==> config.mk <==
export PLATFORM = sky130hd
export DESIGN_NAME = bcc_top
export DESIGN_NICKNAME = d
export VERILOG_FILES = /design/src/pkg/bcc_pkg.sv /design/src/rtl/bcc_top.sv /design/src/rtl/bcc_classify.sv /design/src/rtl/bcc_match_counter.sv
export SDC_FILE = /design/constraint.sdc
export NUM_CORES = 1
export LEC_CHECK = 0
export ABC_AREA = 0
export BUFFER_PORTS_ARGS = -buffer_cell sky130_fd_sc_hd__buf_2
export CORE_MARGIN = 4
export CORE_UTILIZATION = 50
export CTS_CLUSTER_SIZE = 25
export DETAILED_ROUTE_END_ITERATION = 7
export PLACE_DENSITY_LB_ADDON = 0.12
export SLEW_MARGIN = 20
export SYNTH_ARGS = -nofsm -noshare
export SYNTH_HDL_FRONTEND = slang
export SYNTH_SLANG_ARGS = --single-unit
==> constraint.sdc <==
create_clock -name clk -period 4.1 [get_ports clk]
set_clock_uncertainty 0.05 [all_clocks]
set_input_delay 0.41 -clock clk [delete_from_list [all_inputs] [get_ports clk]]
set_output_delay 0.41 -clock clk [all_outputs]
set_load 0.01 [all_outputs]
==> src/pkg/bcc_pkg.sv <==
package bcc_pkg;

	// one sample of the observed processor's control group, 16 bits
	typedef struct packed {
		logic run_stall;
		logic phase;
		logic exception_flag;
		logic memory_access_enable_n;
		logic icache_read_n;
		logic icache_write_n;
		logic dcache_read_n;
		logic dcache_write_n;
		logic main_mem_read_n;
		logic main_mem_write_n;
		logic read_busy;
		logic write_buffer_full_n;
		logic target_reset_n;
		logic [2:0] access_size;
	} bcc_ctrl_t;

	typedef enum logic [4:0] {
		label_none,
		label_held,
		label_stream_fetch,
		label_irun_swapped,
		label_irun_exception,
		label_irun,
		label_istall_retry,
		label_ifetch_fixup_read,
		label_ifetch_refill,
		label_ifetch_fixup,
		label_istall,
		label_drun_rd_byte,
		label_drun_rd_half,
		label_drun_rd_tri,
		label_drun_rd_word,
		label_drun_read,
		label_drun_swapped_read,
		label_drun_wr_byte,
		label_drun_wr_half,
		label_drun_wr_tri,
		label_drun_wr_word,
		label_drun_write,
		label_copro_move
	} bcc_label_t;

	typedef struct packed {
		bcc_label_t label;
		logic uncached_fetch;
		logic main_mem_ifetch;
		logic valid;
	} bcc_class_t;

	localparam int BCC_CTRL_W = 16;
	localparam int BCC_LABEL_W = 5;

	localparam logic [1:0] BCC_SIZE_BYTE = 2'h0;
	localparam logic [1:0] BCC_SIZE_HALF = 2'h1;
	localparam logic [1:0] BCC_SIZE_TRI = 2'h2;
	localparam logic [1:0] BCC_SIZE_WORD = 2'h3;

	localparam logic [7:0] BCC_OFS_CTRL = 8'h00;
	localparam logic [7:0] BCC_OFS_STATUS = 8'h04;
	localparam logic [7:0] BCC_OFS_SAMPLE = 8'h08;
	localparam logic [7:0] BCC_OFS_SEEN = 8'h0C;
	localparam logic [7:0] BCC_OFS_COUNT = 8'h10;

	localparam int BCC_CTRL_ENABLE_BIT = 0;
	localparam int BCC_CTRL_FREEZE_BIT = 1;
	localparam int BCC_CTRL_SEL_LSB = 8;
	localparam logic [31:0] BCC_CTRL_RESET = 32'h0000_0001;
	localparam logic [31:0] BCC_CTRL_MASK = 32'h0000_1F03;

	localparam int BCC_STAT_LABEL_LSB = 0;
	localparam int BCC_STAT_UNCACHED_BIT = 8;
	localparam int BCC_STAT_MAINMEM_BIT = 9;
	localparam int BCC_STAT_VALID_BIT = 10;
	localparam int BCC_STAT_FROZEN_BIT = 11;

	localparam logic [31:0] BCC_COUNT_MAX = 32'hFFFF_FFFF;

endpackage

==> src/rtl/bcc_top.sv <==
`timescale 1ns/1ps
// How it works
// RQ1: run, instruction phase, memory enable low gives streaming fetch label.
// RQ2: run instruction phase is run cycle, refined to exception or swapped.
// RQ3: stall instruction phase, memory enable low, read busy gives retried read.
// RQ4: stall with memory enable low: fixup read if exception low, else refill.
// RQ5: otherwise stall instruction phase: fixup if exception low, else stall.
// RQ6: flag uncached fetch on phase, memory enable low, both writes high.
// RQ7: flag main-memory instruction read on phase and memory enable low.
// RQ8: data-cache read with size bit 2 low decodes byte, half, tri, word.
// RQ9: data-cache read with no sized match is a plain data read.
// RQ10: run data phase with icache read low is swapped data read.
// RQ11: main-memory write with size bit 2 low decodes byte to word.
// RQ12: main-memory write with no sized match is a plain data write.
// RQ13: first matching label wins; nothing classified while target reset low.
// RQ14: all strobes but main-memory read high, size bit 2 low in run data phase is coprocessor move.
module bcc_top (
	input wire logic clk,
	input wire logic reset_n,
	input wire bcc_pkg::bcc_ctrl_t ctrl,
	input wire logic psel,
	input wire logic penable,
	input wire logic pwrite,
	input wire logic [7:0] paddr,
	input wire logic [31:0] pwdata,
	input wire logic [3:0] pstrb,
	output logic [31:0] prdata,
	output logic pready,
	output logic pslverr,
	output bcc_pkg::bcc_label_t label,
	output logic uncached_fetch,
	output logic main_mem_ifetch,
	output logic label_valid
);

	function automatic logic [31:0] apply_strb(input logic [31:0] old_val,
			input logic [31:0] new_val, input logic [3:0] strb);
		logic [31:0] res;
		res = old_val;
		for (int i = 0; i < 4; i++) begin
			if (strb[i]) begin
				res[i*8 +: 8] = new_val[i*8 +: 8];
			end
		end
		return res;
	endfunction

	function automatic logic is_mapped(input logic [7:0] addr);
		return (addr == bcc_pkg::BCC_OFS_CTRL) || (addr == bcc_pkg::BCC_OFS_STATUS)
			|| (addr == bcc_pkg::BCC_OFS_SAMPLE) || (addr == bcc_pkg::BCC_OFS_SEEN)
			|| (addr == bcc_pkg::BCC_OFS_COUNT);
	endfunction

	// ---- classification of the live control group
	bcc_pkg::bcc_class_t live_class;
	bcc_pkg::bcc_class_t class_q;
	bcc_pkg::bcc_class_t next_class_q;
	bcc_pkg::bcc_ctrl_t sample_q;
	bcc_pkg::bcc_ctrl_t next_sample_q;

	bcc_classify u_classify (
		.ctrl(ctrl),
		.result(live_class)
	);

	// ---- software state
	logic [31:0] ctrl_reg;
	logic [31:0] next_ctrl_reg;
	logic [31:0] seen;
	logic [31:0] next_seen;
	logic frozen;
	logic next_frozen;
	logic [31:0] match_count;
	logic [31:0] next_prdata;
	logic next_pslverr;

	logic capture_en;
	logic freeze_en;
	logic [4:0] match_sel;
	logic setup_phase;
	logic access_wr;
	logic wr_ctrl;
	logic wr_seen;
	logic wr_count;
	logic sample_active;
	logic match_hit;
	logic [31:0] seen_set;
	logic [31:0] status_word;

	assign capture_en = ctrl_reg[bcc_pkg::BCC_CTRL_ENABLE_BIT];
	assign freeze_en = ctrl_reg[bcc_pkg::BCC_CTRL_FREEZE_BIT];
	assign match_sel = ctrl_reg[bcc_pkg::BCC_CTRL_SEL_LSB +: bcc_pkg::BCC_LABEL_W];

	// zero-wait slave: the access phase always completes in its first cycle
	assign pready = psel && penable;
	assign setup_phase = psel && !penable;
	assign access_wr = psel && penable && pwrite && is_mapped(paddr);
	assign wr_ctrl = access_wr && (paddr == bcc_pkg::BCC_OFS_CTRL);
	assign wr_seen = access_wr && (paddr == bcc_pkg::BCC_OFS_SEEN);
	assign wr_count = access_wr && (paddr == bcc_pkg::BCC_OFS_COUNT);

	// a sample counts only while capture runs, the trigger has not frozen it
	// and the observed processor is out of reset
	assign sample_active = capture_en && !frozen;
	assign match_hit = sample_active && class_q.valid
		&& (class_q.label == bcc_pkg::bcc_label_t'(match_sel));

	always_comb begin
		seen_set = 32'h0000_0000;
		if (sample_active && class_q.valid) begin
			seen_set[class_q.label] = 1'b1;
		end
	end

	// ---- capture path
	always_comb begin
		next_sample_q = sample_q;
		next_class_q = class_q;
		if (sample_active) begin
			next_sample_q = ctrl;
			next_class_q = live_class; // RQ13
		end
	end

	always_ff @(posedge clk) begin
		if (!reset_n) begin
			sample_q <= '0;
			class_q <= '{label: bcc_pkg::label_none, default: 1'b0};
		end else begin
			sample_q <= next_sample_q;
			class_q <= next_class_q;
		end
	end

	// ---- freeze on the selected label; writing control releases it
	always_comb begin
		next_frozen = frozen;
		if (wr_ctrl) begin
			next_frozen = 1'b0;
		end
		if (freeze_en && match_hit) begin
			next_frozen = 1'b1;
		end
	end

	always_ff @(posedge clk) begin
		if (!reset_n) begin
			frozen <= 1'b0;
		end else begin
			frozen <= next_frozen;
		end
	end

	// ---- control register
	always_comb begin
		next_ctrl_reg = ctrl_reg;
		if (wr_ctrl) begin
			next_ctrl_reg = apply_strb(ctrl_reg, pwdata, pstrb) & bcc_pkg::BCC_CTRL_MASK;
		end
	end

	always_ff @(posedge clk) begin
		if (!reset_n) begin
			ctrl_reg <= bcc_pkg::BCC_CTRL_RESET;
		end else begin
			ctrl_reg <= next_ctrl_reg;
		end
	end

	// ---- sticky label history, write one to clear; a new hit beats the clear
	always_comb begin
		next_seen = seen;
		if (wr_seen) begin
			next_seen = seen & ~apply_strb(32'h0000_0000, pwdata, pstrb);
		end
		next_seen = next_seen | seen_set;
	end

	always_ff @(posedge clk) begin
		if (!reset_n) begin
			seen <= 32'h0000_0000;
		end else begin
			seen <= next_seen;
		end
	end

	bcc_match_counter u_match_counter (
		.clk(clk),
		.reset_n(reset_n),
		.clear(wr_count),
		.hit(match_hit),
		.count(match_count)
	);

	// ---- read data, captured in the setup cycle so prdata is a flip-flop
	always_comb begin
		status_word = 32'h0000_0000;
		status_word[bcc_pkg::BCC_STAT_LABEL_LSB +: bcc_pkg::BCC_LABEL_W] = class_q.label;
		status_word[bcc_pkg::BCC_STAT_UNCACHED_BIT] = class_q.uncached_fetch;
		status_word[bcc_pkg::BCC_STAT_MAINMEM_BIT] = class_q.main_mem_ifetch;
		status_word[bcc_pkg::BCC_STAT_VALID_BIT] = class_q.valid;
		status_word[bcc_pkg::BCC_STAT_FROZEN_BIT] = frozen;
	end

	always_comb begin
		next_prdata = prdata;
		next_pslverr = pslverr;
		if (setup_phase) begin
			next_prdata = 32'h0000_0000;
			next_pslverr = !is_mapped(paddr);
			if (!pwrite) begin
				unique case (paddr)
					bcc_pkg::BCC_OFS_CTRL: next_prdata = ctrl_reg;
					bcc_pkg::BCC_OFS_STATUS: next_prdata = status_word;
					bcc_pkg::BCC_OFS_SAMPLE: next_prdata = {16'h0000, sample_q};
					bcc_pkg::BCC_OFS_SEEN: next_prdata = seen;
					bcc_pkg::BCC_OFS_COUNT: next_prdata = match_count;
					default: next_prdata = 32'h0000_0000;
				endcase
			end
		end else if (!psel) begin
			next_pslverr = 1'b0;
		end
	end

	always_ff @(posedge clk) begin
		if (!reset_n) begin
			prdata <= 32'h0000_0000;
			pslverr <= 1'b0;
		end else begin
			prdata <= next_prdata;
			pslverr <= next_pslverr;
		end
	end

	// ---- label outputs straight from the capture flip-flops
	assign label = class_q.label;
	assign uncached_fetch = class_q.uncached_fetch;
	assign main_mem_ifetch = class_q.main_mem_ifetch;
	assign label_valid = class_q.valid;

endmodule // bcc_top

==> src/rtl/bcc_classify.sv <==
`timescale 1ns/1ps
module bcc_classify (
	input wire bcc_pkg::bcc_ctrl_t ctrl,
	output bcc_pkg::bcc_class_t result
);

	function automatic bcc_pkg::bcc_label_t size_label(input logic is_write,
			input logic [1:0] size);
		bcc_pkg::bcc_label_t lbl;
		lbl = bcc_pkg::label_none;
		unique case (size)
			bcc_pkg::BCC_SIZE_BYTE: lbl = is_write ? bcc_pkg::label_drun_wr_byte
				: bcc_pkg::label_drun_rd_byte;
			bcc_pkg::BCC_SIZE_HALF: lbl = is_write ? bcc_pkg::label_drun_wr_half
				: bcc_pkg::label_drun_rd_half;
			bcc_pkg::BCC_SIZE_TRI: lbl = is_write ? bcc_pkg::label_drun_wr_tri
				: bcc_pkg::label_drun_rd_tri;
			bcc_pkg::BCC_SIZE_WORD: lbl = is_write ? bcc_pkg::label_drun_wr_word
				: bcc_pkg::label_drun_rd_word;
		endcase
		return lbl;
	endfunction

	always_comb begin
		result = '0;
		result.label = bcc_pkg::label_none;
		result.valid = ctrl.target_reset_n;
		// first matching row wins, held target classifies nothing
		if (!ctrl.target_reset_n) begin // RQ13
			result.label = bcc_pkg::label_held;
		end else if (!ctrl.run_stall && ctrl.phase) begin
			if (!ctrl.memory_access_enable_n) begin
				result.label = bcc_pkg::label_stream_fetch; // RQ1
			end else if (!ctrl.dcache_read_n) begin
				result.label = bcc_pkg::label_irun_swapped; // RQ2
			end else if (!ctrl.exception_flag) begin
				result.label = bcc_pkg::label_irun_exception; // RQ2
			end else begin
				result.label = bcc_pkg::label_irun; // RQ2
			end
		end else if (ctrl.run_stall && ctrl.phase) begin
			if (!ctrl.memory_access_enable_n && ctrl.read_busy) begin
				result.label = bcc_pkg::label_istall_retry; // RQ3
			end else if (!ctrl.memory_access_enable_n) begin
				result.label = ctrl.exception_flag ? bcc_pkg::label_ifetch_refill
					: bcc_pkg::label_ifetch_fixup_read; // RQ4
			end else begin
				result.label = ctrl.exception_flag ? bcc_pkg::label_istall
					: bcc_pkg::label_ifetch_fixup; // RQ5
			end
		end else if (!ctrl.run_stall && !ctrl.phase) begin
			if (!ctrl.dcache_read_n) begin
				result.label = ctrl.access_size[2] ? bcc_pkg::label_drun_read // RQ9
					: size_label(1'b0, ctrl.access_size[1:0]); // RQ8
			end else if (!ctrl.icache_read_n) begin
				result.label = bcc_pkg::label_drun_swapped_read; // RQ10
			end else if (!ctrl.main_mem_write_n) begin
				result.label = ctrl.access_size[2] ? bcc_pkg::label_drun_write // RQ12
					: size_label(1'b1, ctrl.access_size[1:0]); // RQ11
			end else if (ctrl.memory_access_enable_n && ctrl.icache_write_n
					&& ctrl.dcache_write_n && !ctrl.access_size[2]) begin
				result.label = bcc_pkg::label_copro_move; // RQ14
			end
		end
		// these two ignore run_stall and sit beside the exclusive label
		result.uncached_fetch = ctrl.target_reset_n && ctrl.phase
			&& !ctrl.memory_access_enable_n && ctrl.icache_write_n
			&& ctrl.dcache_write_n; // RQ6
		result.main_mem_ifetch = ctrl.target_reset_n && ctrl.phase
			&& !ctrl.memory_access_enable_n; // RQ7
	end

endmodule // bcc_classify

==> src/rtl/bcc_match_counter.sv <==
`timescale 1ns/1ps
module bcc_match_counter (
	input wire logic clk,
	input wire logic reset_n,
	input wire logic clear,
	input wire logic hit,
	output logic [31:0] count
);

	logic [31:0] next_count;

	// saturates rather than wraps so a long run never reads as a short one
	always_comb begin
		next_count = count;
		if (clear) begin
			next_count = 32'h0000_0000;
		end
		if (hit && (next_count != bcc_pkg::BCC_COUNT_MAX)) begin
			next_count = next_count + 32'h0000_0001;
		end
	end

	always_ff @(posedge clk) begin
		if (!reset_n) begin
			count <= 32'h0000_0000;
		end else begin
			count <= next_count;
		end
	end

endmodule // bcc_match_counter

==> results.toml, run 1 <==
[power]
total_leakage_power_uw = 0.002821
switching_part_of_the_total = 0.2303
intPower_uw = 2163
irDropWorstVdd_uv = 397.2
p_per_area_nw_per_um2 = 390.0
power.switching_uw = 647.3
power.combinational.fraction = 0.059
clock_power_share = 0.487
sequentialPowerShare = 0.454

[die]
ios = 107
core_region_area_um2 = 11960
floorplan.die.width_um = 118.5
effective_utilization_at_floorplan = 0.5099
floorplan_die_area_um2 = 14030
dieHeight_um = 118.5
rows = 40

[route]
drtPass1Iterations = 5
overall_routed_net_length_mm = 18.44
drtAntennaViolNets = 0
avgViaCountPerCell = 6.059
route.detailed.drc = 0
initialDrtViolationCount = 539
detail_route.wl_per_cell_um = 19.15
route.vias.total = 5835

[synthesis]
ys_top_cells_by_area = "sky130_fd_sc_hd__dfxtp_1, sky130_fd_sc_hd__nand2_1, sky130_fd_sc_hd__a22oi_1"
synth.top_cell.area_share = 0.4201
seq_area_frac_synth = 0.4201
ys_dominant_reg_cell = "sky130_fd_sc_hd__dfxtp_1"
async_flop_share = 0
synth_nets = 784
synthesis.area_um2 = 6100
synth_area_per_cell_um2 = 8.531
synth_most_common_cell = "sky130_fd_sc_hd__nand2_1"
synth.lib_cells_used.distinct = 57
post_synth_most_frequent_cells = "sky130_fd_sc_hd__nand2_1, sky130_fd_sc_hd__dfxtp_1, sky130_fd_sc_hd__nor2_1"
synth_edf_count = 0
ys_warn_count = 0
synth_seq_cells = 128
postSynthCellCount = 715
synthDominantAreaCellType = "sky130_fd_sc_hd__dfxtp_1"

[outcome]
outcome = "complete, no violations"

[worst_setup_path]
critPathKind = "input port to register"
critical_path_peak_fanout = 16
worstRegToRegCells = 6
endpoint_kind = "register"
worstPathArrival_ns = 2.99
ff_to_ff_setup_slack_ns = 1.67
crit_start = "paddr[7]"
worstSetupStartpointType = "input port"
crit-reg2reg-launch = "label[2]"
timing.rr.end = "u_match_counter.count[6]"
required_ns = 4.39
critical_path.endpoint = "prdata[16]"

[sta]
final_number_of_hold_violating_endpoints = 0
final_setup_violation_count = 0
hold-worst-slack_ns = 0.1920
report.final.slew_viol_count = 0
rsz0062_at_grt = "false"
fmaxAchievable_mhz = 370.9
fin_tns_setup_ns = 0
timing.final.crit_share = 0.6576
worstMarginPinSlew_ns = 0.8270
worst_slew_margin_rel = 0.4487
min_period_ns = 2.696

[clock_tree]
cts_hold_buf = 0
cts.reportedPaths.clkPinSlew_ns = 0.06
post_cts_setup_bufs = 0
clockBufferDepth = 2
clkLatencyLatePin_ns = 0.42
clock_tree_from_tritoncts = "yes"
clock_tree.htree_level_count = 4
cts_root_buffer = "sky130_fd_sc_hd__clkbuf_16"
clock_sinks = 128
cts-buffers-inserted = 17
post_cts_resize_count = 0

[run]
drv_cap = 0

[placement]
place_hpwl_mm = 13.60
gp_congestion = 0.9350
numPortBuffers = 106

[hold_path]
holdCritPathClass = "input port to register"
hold_depth = 3

[layout]
area_growth_from_synthesis_to_layout_pct = 18.11
fillers = 1076
final_core_util = 0.6023
antennaDiodeCount = 0
drive_gt1_frac = 0.1887
finish.net_count = 873
largest_registers = "prdata: 32 flops, seen: 32 flops, u_match_counter.count: 32 flops"

[grt]
antenna_violations_before_repair = 0
grt_pass1_wl_mm = 28.84
first_global_vias = 5337
global_route.overflow_total = 0
groute.usage.overall = 0.2597
pin_count_of_the_biggest_net_entering_global_routing = 64
placed cells by master, fill, tap and decap left out, types with 9 or more instances in the layout:
cell type                   netlist  routed
sky130_fd_sc_hd__nand2_1        133     133
sky130_fd_sc_hd__dfxtp_1        128     128
sky130_fd_sc_hd__buf_2            6     106
sky130_fd_sc_hd__nor2_1          42      42
sky130_fd_sc_hd__a22oi_1         35      35
sky130_fd_sc_hd__a21boi_0        26      26
sky130_fd_sc_hd__o21ai_0         24      24
sky130_fd_sc_hd__a32o_1          24      24
sky130_fd_sc_hd__nand3_1         23      23
sky130_fd_sc_hd__a21oi_1         21      21
sky130_fd_sc_hd__nor2b_1         18      18
sky130_fd_sc_hd__nand4_1         17      17
sky130_fd_sc_hd__clkbuf_16        0      17
sky130_fd_sc_hd__xor2_1          15      15
sky130_fd_sc_hd__and2_1          14      14
sky130_fd_sc_hd__inv_1           11      11
sky130_fd_sc_hd__mux2i_1         11      11
sky130_fd_sc_hd__o21ai_1         10      10
sky130_fd_sc_hd__or3_1            9       9
worst max-delay path, stage by stage:
cell and delay (ns):
sky130_fd_sc_hd__buf_2 0.12, sky130_fd_sc_hd__or4_1 0.55, sky130_fd_sc_hd__or2_2 0.35, sky130_fd_sc_hd__a2111oi_4 0.74, sky130_fd_sc_hd__nand2_1 0.51, sky130_fd_sc_hd__o21ai_0 0.30
worst min-delay path by stage:
stage | startpoint | endpoint | slack [ns]
after floorplan | sample_q[9] | sample_q[9] | 0.39
after global placement | prdata[24] | prdata[24] | 0.39
after detailed placement | prdata[22] | prdata[22] | 0.39
after CTS | ctrl[4] | sample_q[4] | 0.18
after global routing | ctrl[4] | sample_q[4] | 0.20
final | ctrl[4] | sample_q[4] | 0.19
stage by stage:
step           instance area [um2]  std cells  total power (uW)  worst slack [ns]
6_report                      7204        963              2810             1.404
5_1_grt                       7204        963              2895             1.261
4_1_cts                       7194        963              2815             1.453
3_5_place_dp                  6670        932              1465             1.005
3_3_place_gp                  6670        932              1461             1.115
2_1_floorplan                 6100        715              1388             1.796
final cells by class:
cell class / instances / area [um2] / share of cell area
Clock buffer: 24 / 461.7 / 0.06408
Clock inverter: 7 / 62.56 / 0.008684
Inverter: 11 / 41.29 / 0.005731
Multi-Input combinational cell: 534 / 3317 / 0.4604
Sequential cell: 128 / 2562 / 0.3557
Tap cell: 147 / 183.9 / 0.02553
Timing Repair Buffer: 112 / 575.6 / 0.07989
logic make-up after synthesis:
| group | Yosys count | share of synthesized area |
|---|---|---|
| AOI/OAI and AO/OA | 187 | 0.2256 |
| xor gates and xnor gates | 21 | 0.03015 |
| adders and majority gates | 4 | 0.008205 |
| buffers and inverters | 53 | 0.03774 |
| DFF | 128 | 0.4201 |
| muxes | 17 | 0.03097 |
| and+or+nand+nor | 305 | 0.2472 |
routing by layer:
| metal | global-route usage | share of wire | vias up | routed length (um) |
|---|---|---|---|---|
| met1 | 0.3577 | 0.45 | 2798 | 8276 |
| met2 | 0.4080 | 0.46 | 245 | 8564 |
| met5 | 0 | 0 | - | 0 |
| met4 | 0.06662 | 0.015 | 0 | 282 |
| met3 | 0.06651 | 0.072 | 30 | 1321 |
| li1 | - | - | 2762 | - |
power by group through the flow:
stage | clock network, uW | registers (uW) | logic (uW)
detailed placement | 0 | 1300 | 163
finish | 1370 | 1280 | 166
global route | 1440 | 1280 | 182
floorplan | 0 | 1300 | 92.2
global placement | 0 | 1300 | 159
CTS | 1380 | 1280 | 164
Note: power is estimated with default switching activity, not from simulation.
==> inputs of run 2 (changes only) <==
Clock period 4.1 ns to 2.5 ns, I/O delays scaled along.
==> run 2 against run 1 <==
  * Clock power is 99% higher
  * Global-route usage increased by 0.86 points
  * Sequential share of layout area down 1.6 points
  * Total power is 82% higher
  * Die area is the same
  * Hold slack lost 0.16 ns
  * Largest power group unchanged
==> results.toml, run 2 (synthesis gave the netlist of run 1 again) <==
[route]
avgViaCountPerCell = 5.929
detail_route.wl_per_cell_um = 18.54
route.detailed.drc = 0
initialDrtViolationCount = 490
overall_routed_net_length_mm = 18.37
drtAntennaViolNets = 0
route.vias.total = 5876
drtPass1Iterations = 5

[die]
rows = 40
core_region_area_um2 = 11960
dieHeight_um = 118.5
floorplan_die_area_um2 = 14030
ios = 107
effective_utilization_at_floorplan = 0.5099
floorplan.die.width_um = 118.5

[layout]
area_growth_from_synthesis_to_layout_pct = 23.51
largest_registers = "prdata: 32 flops, seen: 32 flops, u_match_counter.count: 32 flops"
most-common-layout-cells = "sky130_fd_sc_hd__nand2_1, sky130_fd_sc_hd__dfxtp_1, sky130_fd_sc_hd__buf_2, sky130_fd_sc_hd__nor2_1, sky130_fd_sc_hd__a22oi_1"
finish.net_count = 899
drive_gt1_frac = 0.2183
most_common_cell_after_layout_fill_and_taps_aside = "sky130_fd_sc_hd__nand2_1"
stdcell_count = 991

[sta]
report.final.slew_viol_count = 0
fmaxAchievable_mhz = 448.6
fin_tns_setup_ns = 0
timing.final.crit_share = 0.8916
final_setup_violation_count = 0
min_period_ns = 2.229
hold-worst-slack_ns = 0.03091
worst_slew_margin_rel = 0.4689
final_number_of_hold_violating_endpoints = 0
rsz0062_at_grt = "false"
worstMarginPinSlew_ns = 0.7967

[worst_setup_path]
crit-reg2reg-launch = "u_match_counter.count[0]"
timing.rr.end = "u_match_counter.count[18]"
crit_start = "u_match_counter.count[0]"
critPathKind = "register to register"
worstPathArrival_ns = 2.53
cpPeakStageDelay_ns = 0.47
worst_path_slowest_cell = "sky130_fd_sc_hd__and4_1"
crit_top_cell = "sky130_fd_sc_hd__and4_1"
worstRegToRegCells = 6
required_ns = 2.80
ff_to_ff_setup_slack_ns = 0.27
endpoint_kind = "register"
worstSetupStartpointType = "register"
worstPathCellList = "and4_1, and4_1, and3_1, nand3_1, or4_1, o21ai_0"
critical_path.endpoint = "u_match_counter.count[18]"
critical_path_peak_fanout = 10

[outcome]
outcome = "complete, no violations"

[grt]
pin_count_of_the_biggest_net_entering_global_routing = 37
first_global_vias = 5769
global_route.overflow_total = 0
grtUsageMet2 = 0.4437
antenna_violations_before_repair = 1
routing_usage_on_met1 = 0.3482
grt_pass1_wl_mm = 30.06
groute.usage.overall = 0.2683
use_met3 = 0.06411
grt-busiest-layer = "met2"

[hold_path]
holdCritPathClass = "input port to register"

[placement]
gp_congestion = 0.9080
place_hpwl_mm = 13.91
numPortBuffers = 106
dp.cells = 958

[power]
p_per_area_nw_per_um2 = 679.1
irDropWorstVdd_uv = 505.0
total_leakage_power_uw = 0.003005

[clock_tree]
clock_sinks = 128
clock_tree.htree_level_count = 4
clkLatencyLatePin_ns = 0.42
clock_tree_from_tritoncts = "yes"
cts_root_buffer = "sky130_fd_sc_hd__clkbuf_16"
clockBufferDepth = 2
post_cts_resize_count = 0
post_cts_setup_bufs = 0
cts.reportedPaths.clkPinSlew_ns = 0.06
cts_hold_buf = 0
cts-buffers-inserted = 17

[run]
drv_cap = 0
[run 2: changes by cell type in the layout (fill, tap and decap cells not counted), sizes merged]
cell / previous run / this run
buf: 112 / 138
bufinv: 1 / 5
clkbuf: 24 / 19
clkinvlp: 1 / 2
diode: 0 / 1
inv: 11 / 12
[run 2: area by class of cell]
cell class	instances	area (um2)
repair buffers	138	783.3
well taps	147	183.9
clock inverters	13	210.2
fillers	1050	4428
flip-flops and latches	128	2562
diodes	1	2.502
clock buffers	19	442.9
multi-input cells	534	3307
inverters	11	41.29
[run 2: how the worst min path moves through the flow]
stage / from / depth (start not counted) / slack [ns] / end
global route: ctrl[7] / 3 / 0.04 / sample_q[7]
detailed placement: prdata[28] / 2 / 0.39 / prdata[28]
floorplan: psel / 2 / 0.32 / pslverr
finish: ctrl[7] / 3 / 0.03 / sample_q[7]
CTS: ctrl[7] / 3 / 0.02 / sample_q[7]
global placement: prdata[18] / 2 / 0.38 / prdata[18]
[run 2: through the flow]
stage                     total power, uW  area (um2)  utilization  setup slack, ns
final                                5116        7533       0.6298           0.2710
after global routing                 5264        7533       0.6298           0.1091
after CTS                            5126        7531       0.6296           0.3049
after detailed placement             2423        6878       0.5750          0.03965
after global placement               2417        6878       0.5750           0.1002
after floorplan                      2276        6100            -           0.3564
[run 2: worst max-delay path: cells and delay by family, from the launching register on]
family	cells	cell delay, ns
flip-flops	1	0.44
AO/OA/AOI/OAI	1	0.08
AND/OR/NAND/NOR	5	1.59
[run 2: metal layers]
layer | routed length, um | part of all wire
met5 | 0 | 0
met4 | 363 | 0.020
met3 | 1105 | 0.060
met2 | 8912 | 0.49
met1 | 7988 | 0.43
[run 2: where the power goes]
group / total (uW) / switching [uW] / internal [uW]
clock: 2730 / 935 / 1800
sequential: 2080 / 19.1 / 2060
combinational: 299 / 179 / 120
